--- src/hdl/irq_regs_defs.vh ---
// Register offsets, field positions, reset values and vectors of the interrupt register block
`ifndef IRQ_REGS_DEFS_VH
`define IRQ_REGS_DEFS_VH

// Register byte addresses on the special-function bus
`define OFS_TIMER_CTL 8'h88
`define OFS_SERIAL_CTL 8'h98
`define OFS_IRQ_EN_TWO 8'h9A
`define OFS_PRIO_LOW 8'hA9
`define OFS_IRQ_EN_ZERO 8'hA8
`define OFS_PRIO_HIGH 8'hB9
`define OFS_IRQ_REQ_TWO 8'hBF
`define OFS_IRQ_ACTIVE 8'hC0
`define OFS_CORE_STAT 8'hC1
`define OFS_CORE_MASK 8'hC2

// Enable register zero fields
`define BIT_GLOBAL_EN 7
`define BIT_SERIAL_EN 4
`define BIT_T1_EN 3
`define BIT_P1_EN 2
`define BIT_T0_EN 1
`define BIT_P0_EN 0
`define MASK_EN_ZERO 8'h9F

// Enable two and request two fields
`define BIT_P2 2
`define BIT_T3 1
`define BIT_ADC 0
`define MASK_TWO 8'h07

// Timer control fields
`define BIT_T1_REQ 7
`define BIT_T0_REQ 5
`define BIT_P1_REQ 3
`define BIT_P0_REQ 1
`define MASK_TIMER_CONTROL_FLAGS 8'hAA

// Serial control fields
`define BIT_TX_REQ 1
`define BIT_RX_REQ 0
`define MASK_SCON 8'h03

// Priority registers hold six groups
`define MASK_PRIO 8'h3F
`define RESET_BYTE 8'h00

// Fixed vectors
`define VEC_RESET 16'h0000
`define VEC_P0 16'h0003
`define VEC_T0 16'h000B
`define VEC_P2 16'h0083
`define VEC_ADC 16'h008B
`define VEC_P1 16'h0013
`define VEC_T1 16'h001B
`define VEC_SERIAL 16'h0023
`define VEC_T3 16'h00EB

`endif

--- src/hdl/irq_regs.v ---
// Interrupt enable, request flag, priority and vector logic with an Avalon-MM register slave
`timescale 1ns/1ns
`default_nettype none
`include "irq_regs_defs.vh"

module irq_regs (
    // Clock, reset, enable
    input wire i_mclk,
    input wire i_sys_rst,
    input wire i_clk_en,
    // Avalon-MM slave
    input wire [7:0] i_avs_address,
    input wire i_avs_read,
    input wire i_avs_write,
    input wire [31:0] i_avs_writedata,
    input wire [3:0] i_avs_byteenable,
    output reg [31:0] o_avs_readdata,
    output wire o_avs_waitrequest,
    // Source events, one-cycle pulses from peripherals on this clock
    input wire i_ev_pin_zero,
    input wire i_ev_pin_one,
    input wire i_ev_pin_two,
    input wire i_ev_timer_zero,
    input wire i_ev_timer_one,
    input wire i_ev_timer_three,
    input wire i_ev_adc,
    input wire i_ev_serial_tx,
    input wire i_ev_serial_rx,
    // Core side
    output reg o_irq_req,
    output reg [15:0] o_irq_vector,
    input wire i_irq_ack,
    input wire i_irq_return,
    // Summary interrupt
    output wire o_irq
);

    // Source indices in natural order
    localparam S_P0 = 3'd0;
    localparam S_P2 = 3'd1;
    localparam S_T0 = 3'd2;
    localparam S_ADC = 3'd3;
    localparam S_P1 = 3'd4;
    localparam S_T1 = 3'd5;
    localparam S_SER = 3'd6;
    localparam S_T3 = 3'd7;

    reg [7:0] en_zero_reg;
    reg [7:0] en_two_reg;
    reg [7:0] req_two_reg;
    reg [7:0] timer_control_flags_reg;
    reg [7:0] scon_reg;
    reg [7:0] prio_low_reg;
    reg [7:0] prio_high_reg;
    reg [3:0] active_reg;
    reg [7:0] core_stat_reg;
    reg [7:0] core_mask_reg;
    // Source and level on offer, so the clear and the stack follow what the core took
    reg [2:0] req_src_reg;
    reg [1:0] req_lvl_reg;
    // Read wait state: data comes from a flop, so the first read cycle is stalled
    reg rd_ready_reg;

    // Next values of the software-visible registers
    reg [7:0] en_zero_next;
    reg [7:0] en_two_next;
    reg [7:0] req_two_next;
    reg [7:0] timer_control_flags_next;
    reg [7:0] scon_next;
    reg [7:0] prio_low_next;
    reg [7:0] prio_high_next;
    reg [7:0] core_stat_next;
    reg [7:0] core_mask_next;
    reg [3:0] active_next;
    reg [31:0] rdata_next;

    // Bus decode
    wire wr = i_avs_write & i_avs_byteenable[0] & i_clk_en;
    wire [7:0] wd = i_avs_writedata[7:0];
    // A read stalls one cycle while its data is registered; a write stalls only while frozen
    assign o_avs_waitrequest = (i_avs_read & ~rd_ready_reg) | (i_avs_write & ~i_clk_en);

    // Group of each source
    function [2:0] grp_of;
        input [2:0] s;
        begin
            case (s)
                S_P0, S_P2: grp_of = 3'd0;
                S_T0, S_ADC: grp_of = 3'd1;
                S_P1: grp_of = 3'd2;
                S_T1: grp_of = 3'd3;
                S_SER: grp_of = 3'd4;
                default: grp_of = 3'd5;
            endcase
        end
    endfunction

    // Vector of each source
    function [15:0] vec_of;
        input [2:0] s;
        begin
            case (s)
                S_P0: vec_of = `VEC_P0;
                S_P2: vec_of = `VEC_P2;
                S_T0: vec_of = `VEC_T0;
                S_ADC: vec_of = `VEC_ADC;
                S_P1: vec_of = `VEC_P1;
                S_T1: vec_of = `VEC_T1;
                S_SER: vec_of = `VEC_SERIAL;
                default: vec_of = `VEC_T3;
            endcase
        end
    endfunction

    // One-hot bit of a priority level in the running stack
    function [3:0] lvl_bit;
        input [1:0] l;
        begin
            lvl_bit = 4'd1 << l;
        end
    endfunction

    // Flags and enables gathered in natural order
    wire [7:0] flags = {req_two_reg[`BIT_T3],
        scon_reg[`BIT_TX_REQ] | scon_reg[`BIT_RX_REQ],
        timer_control_flags_reg[`BIT_T1_REQ], timer_control_flags_reg[`BIT_P1_REQ], req_two_reg[`BIT_ADC],
        timer_control_flags_reg[`BIT_T0_REQ], req_two_reg[`BIT_P2], timer_control_flags_reg[`BIT_P0_REQ]};
    wire [7:0] enables = {en_two_reg[`BIT_T3], en_zero_reg[`BIT_SERIAL_EN],
        en_zero_reg[`BIT_T1_EN], en_zero_reg[`BIT_P1_EN], en_two_reg[`BIT_ADC],
        en_zero_reg[`BIT_T0_EN], en_two_reg[`BIT_P2], en_zero_reg[`BIT_P0_EN]};
    // Global gate: nothing is taken with the global enable low
    wire [7:0] pending = flags & enables & {8{en_zero_reg[`BIT_GLOBAL_EN]}};

    // Pick the highest level, then the first in natural order
    reg [2:0] win_src;
    reg [1:0] win_lvl;
    reg win_any;
    reg [1:0] lvl;
    integer k;
    always @* begin
        win_src = 3'd0;
        win_lvl = 2'd0;
        win_any = 1'b0;
        lvl = 2'd0;
        for (k = 0; k < 8; k = k + 1) begin
            lvl = {prio_high_reg[grp_of(k[2:0])], prio_low_reg[grp_of(k[2:0])]};
            // Strictly greater keeps the earlier source on a tie
            if (pending[k] && (!win_any || lvl > win_lvl)) begin
                win_any = 1'b1;
                win_lvl = lvl;
                win_src = k[2:0];
            end
        end
    end

    // Running level: the highest set bit of the active stack
    wire run_any = |active_reg;
    wire [1:0] run_lvl = active_reg[3] ? 2'd3 : active_reg[2] ? 2'd2 :
        active_reg[1] ? 2'd1 : 2'd0;
    // Only a strictly higher level preempts a running routine
    wire can_take = win_any && (!run_any || win_lvl > run_lvl);
    wire take = o_irq_req & i_irq_ack & i_clk_en;
    // A return only counts while some routine runs
    wire ret_ok = i_irq_return & run_any & i_clk_en;
    // Clear the source that was offered, not the current winner, which may have moved
    wire [7:0] auto_clr = (take && req_src_reg != S_SER) ?
        (8'h01 << req_src_reg) : 8'h00;

    // Write masks, byte lane zero only
    wire w_en0 = wr && i_avs_address == `OFS_IRQ_EN_ZERO;
    wire w_en2 = wr && i_avs_address == `OFS_IRQ_EN_TWO;
    wire w_rq2 = wr && i_avs_address == `OFS_IRQ_REQ_TWO;
    wire w_tc = wr && i_avs_address == `OFS_TIMER_CTL;
    wire w_sc = wr && i_avs_address == `OFS_SERIAL_CTL;
    wire w_pl = wr && i_avs_address == `OFS_PRIO_LOW;
    wire w_ph = wr && i_avs_address == `OFS_PRIO_HIGH;
    wire w_cs = wr && i_avs_address == `OFS_CORE_STAT;
    wire w_cm = wr && i_avs_address == `OFS_CORE_MASK;

    // Event vectors in register layout
    wire [7:0] ev_two = {5'd0, i_ev_pin_two, i_ev_timer_three, i_ev_adc};
    wire [7:0] ev_tc = {i_ev_timer_one, 1'b0, i_ev_timer_zero, 1'b0, i_ev_pin_one, 1'b0,
        i_ev_pin_zero, 1'b0};
    wire [7:0] ev_sc = {6'd0, i_ev_serial_tx, i_ev_serial_rx};
    wire [7:0] clr_two = {5'd0, auto_clr[S_P2], auto_clr[S_T3], auto_clr[S_ADC]};
    wire [7:0] clr_tc = {auto_clr[S_T1], 1'b0, auto_clr[S_T0], 1'b0, auto_clr[S_P1], 1'b0,
        auto_clr[S_P0], 1'b0};

    // Core status events: bit 7 for any accepted vector and bit 6 for a return
    wire [7:0] core_ev = {take, ret_ok, 6'd0};

    // Enable, priority and mask registers change only by software
    always @* begin
        en_zero_next = en_zero_reg;
        en_two_next = en_two_reg;
        prio_low_next = prio_low_reg;
        prio_high_next = prio_high_reg;
        core_mask_next = core_mask_reg;
        if (w_en0) begin
            en_zero_next = wd & `MASK_EN_ZERO;
        end
        if (w_en2) begin
            en_two_next = wd & `MASK_TWO;
        end
        if (w_pl) begin
            prio_low_next = wd & `MASK_PRIO;
        end
        if (w_ph) begin
            prio_high_next = wd & `MASK_PRIO;
        end
        if (w_cm) begin
            core_mask_next = wd & 8'hC0;
        end
    end

    // Request flags: software may write them; the event term is ORed last so a set wins
    always @* begin
        req_two_next = w_rq2 ? wd : req_two_reg;
        req_two_next = req_two_next & ~clr_two;
        req_two_next = (req_two_next | ev_two) & `MASK_TWO;
        timer_control_flags_next = w_tc ? wd : timer_control_flags_reg;
        timer_control_flags_next = timer_control_flags_next & ~clr_tc;
        timer_control_flags_next = (timer_control_flags_next | ev_tc) & `MASK_TIMER_CONTROL_FLAGS;
        // Serial flags: hardware only sets them and never clears them
        scon_next = w_sc ? wd : scon_reg;
        scon_next = (scon_next | ev_sc) & `MASK_SCON;
        // Core status is write-one-to-clear; a fresh event wins
        core_stat_next = core_stat_reg & ~(w_cs ? wd : 8'h00);
        core_stat_next = core_stat_next | core_ev;
    end

    // Register update; a low clock enable holds everything
    always @(posedge i_mclk) begin
        if (i_sys_rst) begin
            // Every flag, enable and level clears on reset
            en_zero_reg <= `RESET_BYTE;
            en_two_reg <= `RESET_BYTE;
            req_two_reg <= `RESET_BYTE;
            timer_control_flags_reg <= `RESET_BYTE;
            scon_reg <= `RESET_BYTE;
            prio_low_reg <= `RESET_BYTE;
            prio_high_reg <= `RESET_BYTE;
            core_stat_reg <= `RESET_BYTE;
            core_mask_reg <= `RESET_BYTE;
        end else if (i_clk_en) begin
            // Software registers
            en_zero_reg <= en_zero_next;
            en_two_reg <= en_two_next;
            prio_low_reg <= prio_low_next;
            prio_high_reg <= prio_high_next;
            core_mask_reg <= core_mask_next;
            // Flags
            req_two_reg <= req_two_next;
            timer_control_flags_reg <= timer_control_flags_next;
            scon_reg <= scon_next;
            core_stat_reg <= core_stat_next;
        end
    end

    // Running-level stack: a return ends the highest level, a take opens the offered level
    always @* begin
        active_next = active_reg;
        if (ret_ok) begin
            active_next = active_next & ~lvl_bit(run_lvl);
        end
        if (take) begin
            active_next = active_next | lvl_bit(req_lvl_reg);
        end
    end

    // Core handshake; the offer is re-evaluated each cycle so it tracks the current winner
    always @(posedge i_mclk) begin
        if (i_sys_rst) begin
            o_irq_req <= 1'b0;
            o_irq_vector <= `VEC_RESET;
            req_src_reg <= 3'd0;
            req_lvl_reg <= 2'd0;
            active_reg <= 4'd0;
        end else if (i_clk_en) begin
            // The stack moves with every take and return
            active_reg <= active_next;
            if (take || ret_ok) begin
                // Hold off one cycle so the cleared flag and the new level are seen first
                o_irq_req <= 1'b0;
            end else begin
                o_irq_req <= can_take;
                o_irq_vector <= vec_of(win_src);
                req_src_reg <= win_src;
                req_lvl_reg <= win_lvl;
            end
        end
    end

    // Summary interrupt: any unmasked core status bit
    assign o_irq = |(core_stat_reg & core_mask_reg);

    // Read multiplexer; unmapped addresses read zero
    always @* begin
        rdata_next = 32'h00000000;
        case (i_avs_address)
            `OFS_IRQ_EN_ZERO: rdata_next[7:0] = en_zero_reg;
            `OFS_IRQ_EN_TWO: rdata_next[7:0] = en_two_reg;
            `OFS_IRQ_REQ_TWO: rdata_next[7:0] = req_two_reg;
            `OFS_TIMER_CTL: rdata_next[7:0] = timer_control_flags_reg;
            `OFS_SERIAL_CTL: rdata_next[7:0] = scon_reg;
            `OFS_PRIO_LOW: rdata_next[7:0] = prio_low_reg;
            `OFS_PRIO_HIGH: rdata_next[7:0] = prio_high_reg;
            `OFS_IRQ_ACTIVE: rdata_next[7:0] = {4'd0, active_reg};
            `OFS_CORE_STAT: rdata_next[7:0] = core_stat_reg;
            `OFS_CORE_MASK: rdata_next[7:0] = core_mask_reg;
            default: rdata_next = 32'h00000000;
        endcase
    end

    // Read data is loaded in the stalled first cycle and stands while waitrequest is low
    always @(posedge i_mclk) begin
        if (i_sys_rst) begin
            o_avs_readdata <= 32'h00000000;
            rd_ready_reg <= 1'b0;
        end else if (i_clk_en) begin
            rd_ready_reg <= i_avs_read & ~rd_ready_reg;
            if (i_avs_read && !rd_ready_reg) begin
                o_avs_readdata <= rdata_next;
            end
        end
    end

endmodule
`default_nettype wire

--- config.mk ---
export PLATFORM = sky130hd
export DESIGN_NAME = irq_regs
export DESIGN_NICKNAME = d
export VERILOG_FILES = /design/src/hdl/irq_regs.v
export VERILOG_INCLUDE_DIRS = /design/src /design/src/hdl
export SDC_FILE = /design/constraint.sdc
export NUM_CORES = 1
export LEC_CHECK = 0
export BUFFER_PORTS_ARGS = -buffer_cell sky130_fd_sc_hd__buf_2
export CAP_MARGIN = 5
export CORE_MARGIN = 2
export CORE_UTILIZATION = 53
export DETAILED_ROUTE_END_ITERATION = 7
export PLACE_DENSITY = 0.8
export SLEW_MARGIN = 15
export SYNTH_ARGS = -nofsm -noshare
export SYNTH_HDL_FRONTEND = slang
export SYNTH_SLANG_ARGS = --single-unit
--- constraint.sdc ---
create_clock -name i_mclk -period 11.1 [get_ports i_mclk]
set_clock_uncertainty 0.1 [all_clocks]
set_input_delay 2.775 -clock i_mclk [delete_from_list [all_inputs] [get_ports i_mclk]]
set_output_delay 2.775 -clock i_mclk [all_outputs]
set_load 0.01 [all_outputs]
==> flow_metrics.py <==
metrics = {
    "status": {
        "status": "complete, no violations",
    },
    "die": {
        "start_util": 0.5461,
        "io_pins": 111,
        "dieArea_um2": 8182,
        "die_w_um": 90.46,
        "die_y_um": 90.46,
        "core_um2": 7253,
        "num_rows": 31,
    },
    "finish": {
        "n_antenna_cell": 0,
        "area_delta_synth_final_pct": 10.17,
        "instances_no_fill": 663,
        "drive_gt1_frac": 0.1489,
        "nNetsFinal": 630,
        "n_fill_cell": 669,
    },
    "power": {
        "p_per_area_nw_per_um2": 118.0,
        "pwr-share-clk": 0.450,
        "leakage_nw": 1.735,
        "ir_worst_vdd_v": 0.00009394,
        "seqPwrFrac": 0.471,
        "power_switching_uw": 136.1,
        "comb_power_share": 0.079,
        "p_sw_frac": 0.2643,
        "power.internal_uw": 378.8,
    },
    "drt": {
        "vias": 3970,
        "drcViolationCount": 0,
        "totalWireLength_um": 10700,
        "drt_iter0_drc": 472,
        "antenna_left": 0,
        "viasPerCell": 5.988,
        "dr.pass1.iters": 6,
        "wl_per_cell_um": 16.14,
    },
    "clock_network": {
        "cts_tree": "yes",
        "cts_resized": 0,
        "cts_setup_buffers": 0,
        "ctsHoldBuffers": 0,
        "cts.htree.levels": 3,
        "clockBufferDepth": 2,
        "clk_latency_ps": 350,
        "cts_buffers": 9,
        "clk_pin_slew_ps": 80,
        "cts_sinks": 65,
        "cts-root-buf": "clkbuf_8",
    },
    "yosys": {
        "synth.distinct_cells": 55,
        "synth_top_area_share": 0.3285,
        "syn_area_per_cell_um2": 7.633,
        "synthTopCellsByArea": "dfxtp_1 33%, a21oi_1 7.2%, nand2_1 6.5%",
        "synth-edff-count": 0,
        "ys_ff_latch": 65,
        "synth-warning-count": 0,
        "synth_area_um2": 3961,
        "synthCells": 519,
        "synth_most_common_cell": "nand2_1",
        "async_flop_share": 0,
        "synth-seq-area-share": 0.3285,
        "yosys-top-cells-count": "69 x nand2_1, 65 x dfxtp_1, 57 x a21oi_1, 50 x nor2_1",
        "synth-main-ff-cell": "dfxtp_1",
        "yosysTopAreaCell": "dfxtp_1",
    },
    "critical_path": {
        "worstPathArrival_ps": 9370,
        "path_max_fanout": 10,
        "cp.buffers_inverters": 1,
        "start_kind": "register",
        "max_stage_delay_ps": 600,
        "path_delay_family": "compound AO/OA/AOI/OAI gates",
        "cp.required_ps": 11200,
        "criticalPathCategory": "register to register",
        "endpoint_kind": "register",
        "slowest_stage": "a21oi_1",
        "path_common_cell": "o21ai_0",
    },
    "sta": {
        "setup_ws_ps": 1822,
        "fmax_mhz": 107.8,
        "setup-violations-final": 0,
        "tns_ps": 0,
        "max-slew-margin-rel": 0.3242,
        "period_share": 0.8358,
        "finalHoldViolations": 0,
        "max_slew.worst_pin.slew_ps": 1014,
        "finalMaxSlewViolations": 0,
        "rsz0062_at_grt": "no",
        "period_minus_slack_ps": 9278,
    },
    "placed_design": {
        "io_buffers": 50,
        "dp_hpwl_um": 7766,
        "dp_slack_ps": 1976,
        "place_inst": 647,
        "globalplace.congestion": 0.9111,
    },
    "flow_run": {
        "cap_violations": 0,
    },
    "global_routing": {
        "grt-ovfl-total": 0,
        "grt_max_degree": 54,
        "grt_pass1_vias": 3554,
        "gr-usage-all-layers": 0.2610,
        "grt_pass1_wl_um": 17330,
        "antenna_found_initial": 0,
    },
    "worst_hold_path": {
        "min_path_type": "register to register",
    },
}
[metal layers]
metal | wire [µm] | global-route usage
met4 | 322 | 0.1077
met5 | 0 | 0
met2 | 4959 | 0.4160
met3 | 817 | 0.03923
met1 | 4602 | 0.3540
[through the flow]
step	hold WS, ps	util	power, mW	area, µm²
2_1_floorplan	311.4	-	0.2813	4081
3_3_place_gp	319.2	0.5706	0.2865	4139
3_5_place_dp	323.1	0.5706	0.2874	4139
4_1_cts	336.2	0.6017	0.5157	4364
5_1_grt	351.4	0.6017	0.5310	4364
6_report	335.3	0.6017	0.5149	4364
[logic make-up (layout without fill, tap and decap cells)]
family | count (synthesis) | after routing | share of synthesized area
other cells | 1 | 33 | 0.0009467
buf+inv | 73 | 86 | 0.1042
fa+ha+maj | 13 | 13 | 0.04011
compound gates | 151 | 151 | 0.2539
mux | 13 | 13 | 0.03285
flops | 65 | 65 | 0.3285
simple gates | 203 | 203 | 0.2394
[worst paths after layout]
| kind | start | end | slack [ps] | cells past startpoint |
|---|---|---|---|---|
| worst max-delay path | timer_control_flags_reg[1] | o_irq_req | 1820 | 44 |
| worst min-delay path | core_stat_reg[3] | core_stat_reg[3] | 340 | 2 |
| worst max register to register | timer_control_flags_reg[1] | o_irq_req | 1820 | 44 |
| worst min register to register | core_stat_reg[3] | core_stat_reg[3] | 340 | 2 |
[worst reg2reg max path, delay by kind of cell, from the launching register on]
kind	cells	cell delay, ps
AO/OA/AOI/OAI	22	4740
adder cells (fa/ha/maj)	8	2350
AND/OR/NAND/NOR	13	1510
flip-flops	1	390
buffers and inverters	1	60
[cells in the final DEF (no fill, tap or decap), types with 3 or more instances in the layout]
cell type   n
clkbuf_8    9
buf_2      50
dfxtp_1    65
a21oi_1    57
or2_2       3
inv_6       3
or3_1       5
o22ai_1     3
a31o_1      4
mux2i_1    13
o21ai_0    21
nand2_1    69
a22oi_1    11
and3_1      4
conb_1     33
o211ai_1    3
ha_1       11
a31o_2      3
inv_1      16
nand3b_1    3
nand3_1    34
buf_4       4
nor2b_1     7
nor2_1     50
nand2b_1    7
a222oi_1   11
a31oi_1     5
nor3_1      6
and2_1      5
a21o_1      7
a211oi_1    8
[cell type report]
| cell class | count | area [µm²] | area share |
|---|---|---|---|
| inverters | 16 | 60.06 | 0.01376 |
| well taps | 99 | 123.9 | 0.02838 |
| clock buffers | 9 | 123.9 | 0.02838 |
| clock inverters | 7 | 101.3 | 0.02322 |
| multi-input cells | 413 | 2374 | 0.5439 |
| flip-flops and latches | 65 | 1301 | 0.2982 |
| repair buffers | 54 | 280.3 | 0.06422 |
[power groups by stage]
stage	Clock, mW	Combinational [mW]	Sequential [mW]
finish	0.232	0.0405	0.243
global route	0.243	0.0444	0.243
CTS	0.234	0.0398	0.242
detailed placement	0	0.0396	0.248
global placement	0	0.0389	0.248
floorplan	0	0.0349	0.246
No activity file was read; power rests on OpenSTA's default activity.
